### src/hdl/mmssu_pkg.sv
package mmssu_pkg;

  // ---------------------------------------------------------------
  // register map (byte addresses)
  // ---------------------------------------------------------------
  localparam logic [7:0] ADDR_CTRL = 8'h00;
  localparam logic [7:0] ADDR_BUF = 8'h04;
  localparam logic [7:0] ADDR_BAUD = 8'h08;
  localparam logic [7:0] ADDR_STAT = 8'h0C;
  localparam logic [7:0] ADDR_MASK = 8'h10;

  // control register fields
  localparam int CTRL_MODE0 = 0;
  localparam int CTRL_MODE1 = 1;
  localparam int CTRL_OVR = 2;
  localparam int CTRL_END = 3;
  localparam int CTRL_RXSEL = 4;
  localparam int CTRL_RUN = 5;
  localparam int CTRL_ORDER = 6;
  localparam int CTRL_IE = 7;
  localparam int CTRL_CLKINT = 8;
  localparam int CTRL_TWOWIRE = 9;

  // interrupt status fields
  localparam int STAT_END = 0;
  localparam int STAT_OVR = 1;

  // values after reset
  localparam logic [9:0] CTRL_RST = 10'h000;
  localparam logic [8:0] BUF_RST = 9'h000;
  localparam logic [7:0] BAUD_RST = 8'h00;
  localparam logic [1:0] MASK_RST = 2'h0;

  // log2 of the shift clock period per reload step, in cycles
  localparam int SYNC_STEP_LOG2 = 1;
  localparam int UART_STEP_LOG2 = 3;

  // bit counts of a frame
  localparam logic [3:0] DATA_LAST = 4'h8;
  localparam logic [3:0] NINTH = 4'h9;
  localparam logic [3:0] UART_PRESTART = 4'hF;

  // bus responses
  localparam logic [1:0] RESP_OKAY = 2'h0;
  localparam logic [1:0] RESP_SLVERR = 2'h2;

  typedef enum logic [1:0] {
    MMSSU_SYNC = 2'h0,
    MMSSU_UART = 2'h1,
    MMSSU_MASTER = 2'h2,
    MMSSU_SLAVE = 2'h3
  } mmssu_mode_type;

  typedef enum logic [1:0] {
    MMSSU_IDLE = 2'b01,
    MMSSU_BUSY = 2'b10
  } mmssu_state_type;

endpackage

### src/hdl/mmssu_top.sv
`timescale 1ns/1ps
// Behaviour
// [RULE1] both mode bits zero: synchronous eight-bit clocked serial transfer
// [RULE2] mode_bit0 one, mode_bit1 zero: asynchronous UART operation
// [RULE3] software loads the baud reload counter when clock is internal
// [RULE4] clock pin drives out for internal clock, is input for external
// [RULE5] receive_select 1 for receive-only, 0 otherwise; two-wire is open-drain
// [RULE6] software writes outgoing byte to shift buffer with receive_select zero
// [RULE7] software setting run_flag starts an eight-bit transfer
// [RULE8] incoming data pin bits are captured on every transfer direction
// [RULE9] handler reads shift buffer and clears end_flag before leaving
// [RULE10] overrun on idle clock fall, completion with end set, slave start
// [RULE11] only a software write clears overrun_flag
// [RULE12] shift buffer copied into shifter at every start
// [RULE13] shifter to buffer bits 0-7 after eighth data bit
// [RULE14] bit 8: never in mode 0, stop bit mode 1, ninth clock 2/3
// [RULE15] shift clock 2 to 512 cycles, UART bit 8 to 2048 cycles
// [RULE16] at transfer end shifter lands in buffer low byte
// [RULE17] mode 2 bus master, mode 3 bus slave
// [RULE18] end_flag with interrupt_enable raises interrupt until end cleared
module mmssu_top #(
  parameter int ADDR_W = 8
) (
  input wire logic clk_i,
  input wire logic sys_rst_i,
  input wire logic ce_i,
  input wire logic [ADDR_W-1:0] s_axi_awaddr_i,
  input wire logic s_axi_awvalid_i,
  output logic s_axi_awready_o,
  input wire logic [31:0] s_axi_wdata_i,
  input wire logic [3:0] s_axi_wstrb_i,
  input wire logic s_axi_wvalid_i,
  output logic s_axi_wready_o,
  output logic [1:0] s_axi_bresp_o,
  output logic s_axi_bvalid_o,
  input wire logic s_axi_bready_i,
  input wire logic [ADDR_W-1:0] s_axi_araddr_i,
  input wire logic s_axi_arvalid_i,
  output logic s_axi_arready_o,
  output logic [31:0] s_axi_rdata_o,
  output logic [1:0] s_axi_rresp_o,
  output logic s_axi_rvalid_o,
  input wire logic s_axi_rready_i,
  input wire logic clock_pin_i,
  output logic clock_pin_o,
  output logic clock_pin_oe_o,
  output logic data_out_pin_o,
  input wire logic data_io_pin_i,
  output logic data_io_pin_o,
  output logic data_io_pin_oe_o,
  output logic irq_o
);

  if (ADDR_W < 8) begin : g_addr_check
    $error("ADDR_W must be at least 8");
  end

  // ---------------------------------------------------------------
  // declarations
  // ---------------------------------------------------------------
  logic [9:0] ctrl;
  logic [8:0] shift_buffer;
  logic [7:0] baud_reload_counter;
  logic [1:0] irq_status;
  logic [1:0] irq_mask;
  logic [7:0] internal_shifter;
  logic [3:0] bit_cnt;
  logic [11:0] baud_timer;
  logic sclk_int;
  logic tx_bit;
  mmssu_pkg::mmssu_state_type state;
  logic [2:0] sck_sync;
  logic [2:0] dio_sync;
  logic aw_full, w_full;
  logic [ADDR_W-1:0] aw_addr;
  logic [31:0] w_data;
  logic [3:0] w_strb;

  wire logic run_flag = ctrl[mmssu_pkg::CTRL_RUN];
  wire logic end_flag = ctrl[mmssu_pkg::CTRL_END];
  wire logic overrun_flag = ctrl[mmssu_pkg::CTRL_OVR];
  wire logic receive_select = ctrl[mmssu_pkg::CTRL_RXSEL];
  wire logic bit_order_select = ctrl[mmssu_pkg::CTRL_ORDER];
  wire logic interrupt_enable = ctrl[mmssu_pkg::CTRL_IE];
  mmssu_pkg::mmssu_mode_type mode;
  assign mode = mmssu_pkg::mmssu_mode_type'({ctrl[mmssu_pkg::CTRL_MODE1],
                                             ctrl[mmssu_pkg::CTRL_MODE0]});

  // ---------------------------------------------------------------
  // pin synchronisers and edge detection
  // ---------------------------------------------------------------
  // stage 0 feeds stage 1 only; edges come from stages 1 and 2
  always_ff @(posedge clk_i or posedge sys_rst_i) begin
    if (sys_rst_i) begin
      sck_sync <= 3'h7;
      dio_sync <= 3'h7;
    end else if (ce_i) begin
      sck_sync <= {sck_sync[1:0], clock_pin_i};
      dio_sync <= {dio_sync[1:0], data_io_pin_i};
    end
  end

  wire logic din = dio_sync[1];
  wire logic ext_rise = sck_sync[1] & ~sck_sync[2];
  wire logic ext_fall = ~sck_sync[1] & sck_sync[2];
  wire logic dio_fall = ~dio_sync[1] & dio_sync[2];
  wire logic is_uart = (mode == mmssu_pkg::MMSSU_UART); // see [RULE2]
  wire logic clk_int_src = (mode == mmssu_pkg::MMSSU_MASTER) |
    ((mode == mmssu_pkg::MMSSU_SYNC) & ctrl[mmssu_pkg::CTRL_CLKINT]);
  wire logic busy = (state == mmssu_pkg::MMSSU_BUSY);

  // ---------------------------------------------------------------
  // register bus decode
  // ---------------------------------------------------------------
  function automatic logic [31:0] merge(input logic [31:0] old_v,
                                        input logic [31:0] new_v,
                                        input logic [3:0] strb);
    logic [31:0] m;
    m = {{8{strb[3]}}, {8{strb[2]}}, {8{strb[1]}}, {8{strb[0]}}};
    return (old_v & ~m) | (new_v & m);
  endfunction

  wire logic wr_go = aw_full & w_full & ~s_axi_bvalid_o;
  wire logic [7:0] wr_addr = aw_addr[7:0];
  wire logic wr_hit = (aw_addr >> 8) == '0;
  wire logic wr_ctrl = wr_go & wr_hit & (wr_addr == mmssu_pkg::ADDR_CTRL);
  wire logic wr_buf = wr_go & wr_hit & (wr_addr == mmssu_pkg::ADDR_BUF);
  wire logic wr_baud = wr_go & wr_hit & (wr_addr == mmssu_pkg::ADDR_BAUD);
  wire logic wr_mask = wr_go & wr_hit & (wr_addr == mmssu_pkg::ADDR_MASK);
  wire logic wr_ok = wr_ctrl | wr_buf | wr_baud | wr_mask |
    (wr_hit & (wr_addr == mmssu_pkg::ADDR_STAT));
  wire logic [31:0] ctrl_wval = merge({22'h0, ctrl}, w_data, w_strb);
  wire logic [31:0] buf_wval = merge({23'h0, shift_buffer}, w_data, w_strb);
  wire logic [31:0] baud_wval =
    merge({24'h0, baud_reload_counter}, w_data, w_strb);
  wire logic [31:0] mask_wval = merge({30'h0, irq_mask}, w_data, w_strb);

  wire logic rd_go = s_axi_arvalid_i & s_axi_arready_o;
  wire logic rd_hit = (s_axi_araddr_i >> 8) == '0;
  wire logic [7:0] rd_addr = s_axi_araddr_i[7:0];
  wire logic rd_stat = rd_go & rd_hit & (rd_addr == mmssu_pkg::ADDR_STAT);

  // ---------------------------------------------------------------
  // transfer start, timing and events
  // ---------------------------------------------------------------
  wire logic sw_run_set = wr_ctrl & ctrl_wval[mmssu_pkg::CTRL_RUN] &
    ~run_flag; // see [RULE7]
  wire logic uart_auto = is_uart & ~run_flag & dio_fall;
  wire logic slave_start = (mode == mmssu_pkg::MMSSU_SLAVE) & dio_fall &
    sck_sync[1]; // see [RULE17]
  wire logic start_xfer = ~busy & (sw_run_set | uart_auto |
    (slave_start & ~run_flag & ~end_flag));
  wire logic [8:0] brg_p1 = {1'b0, baud_reload_counter} + 9'h001;
  wire logic [11:0] period_len = is_uart ?
    {brg_p1, 3'b000} : {2'b00, brg_p1, 1'b0}; // see [RULE15]
  wire logic [11:0] half_len = {1'b0, period_len[11:1]};
  wire logic timer_run = busy & (is_uart | clk_int_src);
  wire logic t_wrap = baud_timer == (period_len - 12'h001);
  wire logic t_half = baud_timer == (half_len - 12'h001);
  wire logic sh_rise = busy & (timer_run ? (is_uart ? t_half : t_wrap) :
    ext_rise);
  wire logic sh_fall = busy & (timer_run ? (is_uart ? t_wrap : t_half) :
    ext_fall);
  wire logic [3:0] next_cnt = bit_cnt + 4'h1;
  wire logic [7:0] next_shifter = bit_order_select ?
    {internal_shifter[6:0], din} : {din, internal_shifter[7:1]};
  wire logic sh_out = bit_order_select ? internal_shifter[7] :
    internal_shifter[0];
  wire logic done_ev = sh_rise & (((next_cnt == mmssu_pkg::DATA_LAST) &
    (mode == mmssu_pkg::MMSSU_SYNC)) | (next_cnt == mmssu_pkg::NINTH));
  wire logic ovr_set = (ext_fall & ~run_flag &
    (mode != mmssu_pkg::MMSSU_MASTER)) |
    (done_ev & end_flag) | slave_start; // see [RULE10]

  // baud timer runs only while an internal clock is needed
  always_ff @(posedge clk_i or posedge sys_rst_i) begin
    if (sys_rst_i) begin
      baud_timer <= 12'h000;
    end else if (ce_i) begin
      if (start_xfer || !timer_run || t_wrap) begin
        baud_timer <= 12'h000;
      end else begin
        baud_timer <= baud_timer + 12'h001;
      end
    end
  end

  // internal shift clock, idle high
  always_ff @(posedge clk_i or posedge sys_rst_i) begin
    if (sys_rst_i) begin
      sclk_int <= 1'b1;
    end else if (ce_i) begin
      if (!busy || is_uart) begin
        sclk_int <= 1'b1;
      end else if (sh_fall) begin
        sclk_int <= 1'b0;
      end else if (sh_rise) begin
        sclk_int <= 1'b1;
      end
    end
  end

  // ---------------------------------------------------------------
  // shift engine
  // ---------------------------------------------------------------
  always_ff @(posedge clk_i or posedge sys_rst_i) begin
    if (sys_rst_i) begin
      state <= mmssu_pkg::MMSSU_IDLE;
      bit_cnt <= 4'h0;
      internal_shifter <= 8'h00;
      tx_bit <= 1'b1;
    end else if (ce_i) begin
      case (state)
        mmssu_pkg::MMSSU_IDLE: begin
          tx_bit <= 1'b1;
          if (start_xfer) begin
            state <= mmssu_pkg::MMSSU_BUSY;
            internal_shifter <= shift_buffer[7:0]; // see [RULE12]
            if (is_uart) begin
              bit_cnt <= mmssu_pkg::UART_PRESTART;
              tx_bit <= receive_select; // start bit low on transmit
            end else begin
              bit_cnt <= 4'h0;
              tx_bit <= receive_select | (bit_order_select ?
                shift_buffer[7] : shift_buffer[0]); // see [RULE1]
            end
          end
        end
        mmssu_pkg::MMSSU_BUSY: begin
          if (!run_flag || done_ev) begin
            state <= mmssu_pkg::MMSSU_IDLE;
            tx_bit <= 1'b1;
          end else if (sh_rise) begin
            bit_cnt <= next_cnt;
            if (next_cnt != 4'h0 && next_cnt <= mmssu_pkg::DATA_LAST) begin
              internal_shifter <= next_shifter; // see [RULE8]
            end
          end else if (sh_fall) begin
            if (bit_cnt < mmssu_pkg::DATA_LAST) begin
              tx_bit <= receive_select | sh_out; // all ones on receive
            end else if (bit_cnt == mmssu_pkg::DATA_LAST) begin
              tx_bit <= ((mode == mmssu_pkg::MMSSU_MASTER) && receive_select)
                ? shift_buffer[8] : 1'b1;
            end
          end
        end
        default: begin
          state <= mmssu_pkg::MMSSU_IDLE;
        end
      endcase
    end
  end

  // shift buffer: software load, hardware result
  always_ff @(posedge clk_i or posedge sys_rst_i) begin
    if (sys_rst_i) begin
      shift_buffer <= mmssu_pkg::BUF_RST;
    end else if (ce_i) begin
      if (wr_buf) begin
        shift_buffer <= buf_wval[8:0]; // see [RULE6]
      end
      if (busy && sh_rise && run_flag) begin
        if (next_cnt == mmssu_pkg::DATA_LAST) begin
          shift_buffer[7:0] <= next_shifter; // see [RULE13] [RULE16]
        end
        if (next_cnt == mmssu_pkg::NINTH &&
            mode != mmssu_pkg::MMSSU_SYNC) begin
          shift_buffer[8] <= din; // see [RULE14]
        end
      end
    end
  end

  // control flags: hardware set wins over a software write
  always_ff @(posedge clk_i or posedge sys_rst_i) begin
    if (sys_rst_i) begin
      ctrl <= mmssu_pkg::CTRL_RST;
    end else if (ce_i) begin
      if (wr_ctrl) begin
        ctrl <= ctrl_wval[9:0]; // see [RULE11]
      end
      if (start_xfer) begin
        ctrl[mmssu_pkg::CTRL_RUN] <= 1'b1;
      end else if (done_ev) begin
        ctrl[mmssu_pkg::CTRL_RUN] <= 1'b0;
      end
      if (done_ev) begin
        ctrl[mmssu_pkg::CTRL_END] <= 1'b1;
      end
      if (ovr_set) begin
        ctrl[mmssu_pkg::CTRL_OVR] <= 1'b1; // see [RULE10]
      end
    end
  end

  // baud reload value and interrupt registers
  always_ff @(posedge clk_i or posedge sys_rst_i) begin
    if (sys_rst_i) begin
      baud_reload_counter <= mmssu_pkg::BAUD_RST;
      irq_mask <= mmssu_pkg::MASK_RST;
      irq_status <= 2'h0;
    end else if (ce_i) begin
      if (wr_baud) begin
        baud_reload_counter <= baud_wval[7:0]; // see [RULE3]
      end
      if (wr_mask) begin
        irq_mask <= mask_wval[1:0];
      end
      irq_status[mmssu_pkg::STAT_END] <= done_ev |
        (irq_status[mmssu_pkg::STAT_END] & ~rd_stat);
      irq_status[mmssu_pkg::STAT_OVR] <= ovr_set |
        (irq_status[mmssu_pkg::STAT_OVR] & ~rd_stat);
    end
  end

  // ---------------------------------------------------------------
  // AXI4-Lite slave
  // ---------------------------------------------------------------
  always_ff @(posedge clk_i or posedge sys_rst_i) begin
    if (sys_rst_i) begin
      aw_full <= 1'b0;
      w_full <= 1'b0;
      aw_addr <= '0;
      w_data <= 32'h0000_0000;
      w_strb <= 4'h0;
      s_axi_bvalid_o <= 1'b0;
      s_axi_bresp_o <= mmssu_pkg::RESP_OKAY;
    end else if (ce_i) begin
      if (s_axi_awvalid_i && s_axi_awready_o) begin
        aw_full <= 1'b1;
        aw_addr <= s_axi_awaddr_i;
      end
      if (s_axi_wvalid_i && s_axi_wready_o) begin
        w_full <= 1'b1;
        w_data <= s_axi_wdata_i;
        w_strb <= s_axi_wstrb_i;
      end
      if (wr_go) begin
        aw_full <= 1'b0;
        w_full <= 1'b0;
        s_axi_bvalid_o <= 1'b1;
        s_axi_bresp_o <= wr_ok ? mmssu_pkg::RESP_OKAY : mmssu_pkg::RESP_SLVERR;
      end else if (s_axi_bready_i) begin
        s_axi_bvalid_o <= 1'b0;
      end
    end
  end

  assign s_axi_awready_o = ~aw_full & ~s_axi_bvalid_o;
  assign s_axi_wready_o = ~w_full & ~s_axi_bvalid_o;
  assign s_axi_arready_o = ~s_axi_rvalid_o;

  // read data mux; reading the status register clears it
  always_ff @(posedge clk_i or posedge sys_rst_i) begin
    if (sys_rst_i) begin
      s_axi_rvalid_o <= 1'b0;
      s_axi_rdata_o <= 32'h0000_0000;
      s_axi_rresp_o <= mmssu_pkg::RESP_OKAY;
    end else if (ce_i) begin
      if (rd_go) begin
        s_axi_rvalid_o <= 1'b1;
        s_axi_rresp_o <= mmssu_pkg::RESP_OKAY;
        s_axi_rdata_o <= 32'h0000_0000;
        if (!rd_hit) begin
          s_axi_rresp_o <= mmssu_pkg::RESP_SLVERR;
        end else begin
          case (rd_addr)
            mmssu_pkg::ADDR_CTRL: s_axi_rdata_o <= {22'h0, ctrl};
            mmssu_pkg::ADDR_BUF: s_axi_rdata_o <= {23'h0, shift_buffer};
            mmssu_pkg::ADDR_BAUD: s_axi_rdata_o <= {24'h0, baud_reload_counter};
            mmssu_pkg::ADDR_STAT: s_axi_rdata_o <= {30'h0, irq_status};
            mmssu_pkg::ADDR_MASK: s_axi_rdata_o <= {30'h0, irq_mask};
            default: s_axi_rresp_o <= mmssu_pkg::RESP_SLVERR;
          endcase
        end
      end else if (s_axi_rready_i) begin
        s_axi_rvalid_o <= 1'b0;
      end
    end
  end

  // ---------------------------------------------------------------
  // pins and interrupt
  // ---------------------------------------------------------------
  assign clock_pin_o = sclk_int;
  assign clock_pin_oe_o = clk_int_src; // see [RULE4]
  assign data_out_pin_o = tx_bit;
  assign data_io_pin_o = 1'b0;
  assign data_io_pin_oe_o = ctrl[mmssu_pkg::CTRL_TWOWIRE] & ~tx_bit;
  assign irq_o = (end_flag & interrupt_enable) |
    (|(irq_status & irq_mask)); // see [RULE18]

  // ---------------------------------------------------------------
  // assertions
  // ---------------------------------------------------------------
  logic [9:0] low_len;
  always_ff @(posedge clk_i or posedge sys_rst_i) begin
    if (sys_rst_i) begin
      low_len <= 10'h000;
    end else if (ce_i) begin
      low_len <= sclk_int ? 10'h000 : low_len + 10'h001;
    end
  end
endmodule

### config.mk
export PLATFORM = sky130hd
export DESIGN_NAME = mmssu_top
export DESIGN_NICKNAME = d
export VERILOG_FILES = /design/src/hdl/mmssu_pkg.sv /design/src/hdl/mmssu_top.sv
export SDC_FILE = /design/constraint.sdc
export NUM_CORES = 1
export LEC_CHECK = 0
export ABC_AREA = 1
export BUFFER_PORTS_ARGS = -buffer_cell sky130_fd_sc_hd__buf_2
export CAP_MARGIN = 20
export CORE_MARGIN = 10
export CORE_UTILIZATION = 61
export DETAILED_ROUTE_END_ITERATION = 10
export PLACE_DENSITY_LB_ADDON = 0.05
export SLEW_MARGIN = 10
export SYNTH_ARGS = -nofsm -noshare
export SYNTH_HDL_FRONTEND = slang
export SYNTH_SLANG_ARGS = --single-unit
### constraint.sdc
create_clock -name clk_i -period 5.15 [get_ports clk_i]
set_clock_uncertainty 0.05 [all_clocks]
set_input_delay 0.2575 -clock clk_i [delete_from_list [all_inputs] [get_ports clk_i]]
set_output_delay 0.2575 -clock clk_i [all_outputs]
set_load 0.01 [all_outputs]
==> run metrics <==
antenna violations before repair 0; CP max stage cell nor2_1; Post-CTS Setup Bufs 0; Final nets approximately 1100; Final Non-Filler Cells around 1100; number of buffers created by CTS 9; CTS root buffer clkbuf_8; fin crit share 71.57%; syn avg cell area 7.059 µm²; via-per-instance ratio 5.556; critical path startpoint category register; Internal 0.001587 W; initial DRC count between 600 and 700; worst-path cell chain nand2_4, nand2_1, ha_1, xnor2_1, nor3_1, nand2_1, nor2_1, nand3_1, nor2_1, nand3_1, nor2_1, nand3_2, nand3_2, nand4_1, nor2_1, nand2_1, o211ai_1, nand2_1; Final Max Slew Viols 0; GRT Total Usage 22.96%; Final Hold Violating Endpoints 0; Worst path max stage delay 590 ps; kind of critical path register to register; RSZ-0062 raised after global routing no; Port Buffer Count 59; VDD IR-drop max 0.0003219 V; Final HPWL DP 13070 µm; Initial Utilization 63.03%; measured slew at the worst slew-check pin between 800 and 900 ps; Final ANT Viol Nets 0; WP data arrival 3910 ps; Post-synth ARST share 100.0%; worst hold-check path type input port to register; die footprint between 15000 and 20000 µm²; H-tree levels 3; Die H roughly 120 µm; GRT Residual Overflow 0; final core utilization 67.93%; final setup vio count 0; register area share after synthesis 38.67%; Net Sw Power 0.001250 W; io pins 109; Synth cell types 46; M2 GR Usage 39.70%; Die W 123.7 µm; slew margin rel. a little over two fifths; Synth-to-Final Area Change 7.776%; First-pass DRT Iterations 5; ys flop type dfrtp_1; switching power share of the total ~44%; DR vias 6250; largest net degree at the start of global routing 69; n_diodes 0; WL final ~17000 µm; Seq cells post-synth 101; share of cells above drive strength 1 11.63%; vias in the first global route 6054; setup TNS 0 ps; Clock Path Buffers 2; Pleak 3.530 nW; CP Capture Type register; Post-CTS Resized 0; placed instance count 1102; outcome complete, no violations; gr busiest metal met2; first-pass GRT wire length around 29000 µm; clock insertion delay at the later pin of the skew report 390 ps; met3 Use GR about 4.8%; CTS Sinks 101; Placer Congestion 0.9384; minimum clock period approximately 3700 ps; register area 2539 µm²; Yosys Warn Count 0; Flop pwr share about two fifths; Cell Rows 37; Comb pwr share 40.7%; DR DRC count 0; most frequent cells in the layout nand2_1 (264), inv_1 (116), nand3_1 (113), dfrtp_1 (92), o21ai_0 (90); clock network power share 18.8%; Worst Path Required 5370 ps; drt wl/cell 15.28 µm; fmax 271.3 MHz; Post-Syn Area 6565 µm²; CTS tree yes; routing usage on met1 27.32%; Syn Inst Count 930; Layout fillers 946; total power per unit cell area around 400 nW/µm²; Max FO, Critical Path 16; number of enable flip-flop cells after synthesis 0; Worst-path clk slew ~100 ps; commonest non-fill, non-tap cell in the layout nand2_1; area of placed instances ~6800 µm²; design area 7076 µm²; max-cap violations 0; multi-input logic area 3326 µm²; Core ar. 10420 µm²
[per-layer routing]
| layer | wire length, µm | share of wire, % |
|---|---|---|
| met1 | 7157 | 42 |
| met2 | 8572 | 50 |
| met3 | 938 | 5.5 |
| met4 | 518 | 3.0 |
| met5 | 0 | 0 |
[worst max-delay path: cells and delay by family (launching register included)]
kind | cells | cell delay, ps
flops | 1 | 500
fa+ha+maj | 1 | 370
simple gates | 15 | 2390
compound gates | 1 | 110
xor+xnor | 1 | 140
[synth_stat cells, drive strengths merged (5+ instances only)]
cell type / count / area share [%]
ha: 9 / 1.7
nor3: 11 / 0.91
buf: 30 / 3.4
o21ai: 90 / 6.9
dfrtp: 92 / 35
a21oi: 17 / 1.3
nor4: 5 / 0.48
xor2: 7 / 0.93
dfstp: 9 / 3.6
o22ai: 11 / 1.0
nand2: 270 / 16
mux2i: 6 / 0.91
clkbuf: 18 / 1.3
nand4: 18 / 1.7
nand3: 120 / 9.7
nor2: 65 / 4.2
o211ai: 7 / 0.80
inv: 119 / 6.8
[repair_timing]
| item | 4_1_cts | 5_1_grt |
|---|---|---|
| hold buffers | 6 | 1 |
| endpoints found under the setup margin | 0 | 0 |
| hold endpoints to repair | 38 | 1 |
[per-stage QoR]
| stage | hold slack (ps) | power (W) | setup WS (ps) |
|---|---|---|---|
| 2_1_floorplan | 303.7 | 0.002021 | 2210 |
| 3_3_place_gp | 248.9 | 0.002243 | 1586 |
| 3_5_place_dp | 257.3 | 0.002298 | 1510 |
| 4_1_cts | 0.6838 | 0.002836 | 1488 |
| 5_1_grt | 5.212 | 0.003066 | 1072 |
| 6_report | 17.16 | 0.002838 | 1464 |
[power by group through the flow]
stage                     Clock, W  Combinational (W)  Sequential, W
after CTS                 0.000544            0.00115        0.00114
after floorplan                  0           0.000913        0.00111
after global routing      0.000579            0.00131        0.00117
after global placement           0            0.00110        0.00115
after detailed placement         0            0.00114        0.00116
final                     0.000534            0.00116        0.00115
[final timing paths]
kind / end / from / cells after the start / slack [ps]
max: shift_buffer[4]$_DFFE_PP0P_ / register / 18 / 1460
min in group asynchronous: aw_full$_DFFE_PP0P_ / sys_rst_i / 3 / 380
min: aw_addr[2]$_DFFE_PP0P_ / s_axi_awaddr_i[2] / 3 / 20
min reg2reg: sck_sync[0]$_DFFE_PP1P_ / sck_sync[0]$_DFFE_PP1P_ / 2 / 420
max in group asynchronous: baud_timer[11]$_DFFE_PP0P_ / sys_rst_i / 4 / 3460
max reg2reg: shift_buffer[4]$_DFFE_PP0P_ / register / 18 / 1460
[layout make-up]
cell class | count | share of cell area (%)
clock inverters | 7 | 1.185
multi-input cells | 684 | 47.00
well taps | 136 | 2.405
inverters | 120 | 6.401
clock buffers | 9 | 1.751
repair buffers | 68 | 5.376
flip-flops and latches | 101 | 35.88
[logic make-up after synthesis]
kind of cell	count (synthesis)	synth area share [%]
XOR/XNOR	9	1.201
AO/OA/AOI/OAI	139	11.84
flip-flops	101	38.67
buffers and inverters	169	12.05
multiplexers	6	0.9148
other	1	0.05712
adder cells (fa/ha/maj)	9	1.715
AND/OR/NAND/NOR	496	33.56
(Power assumes the default switching activity.)
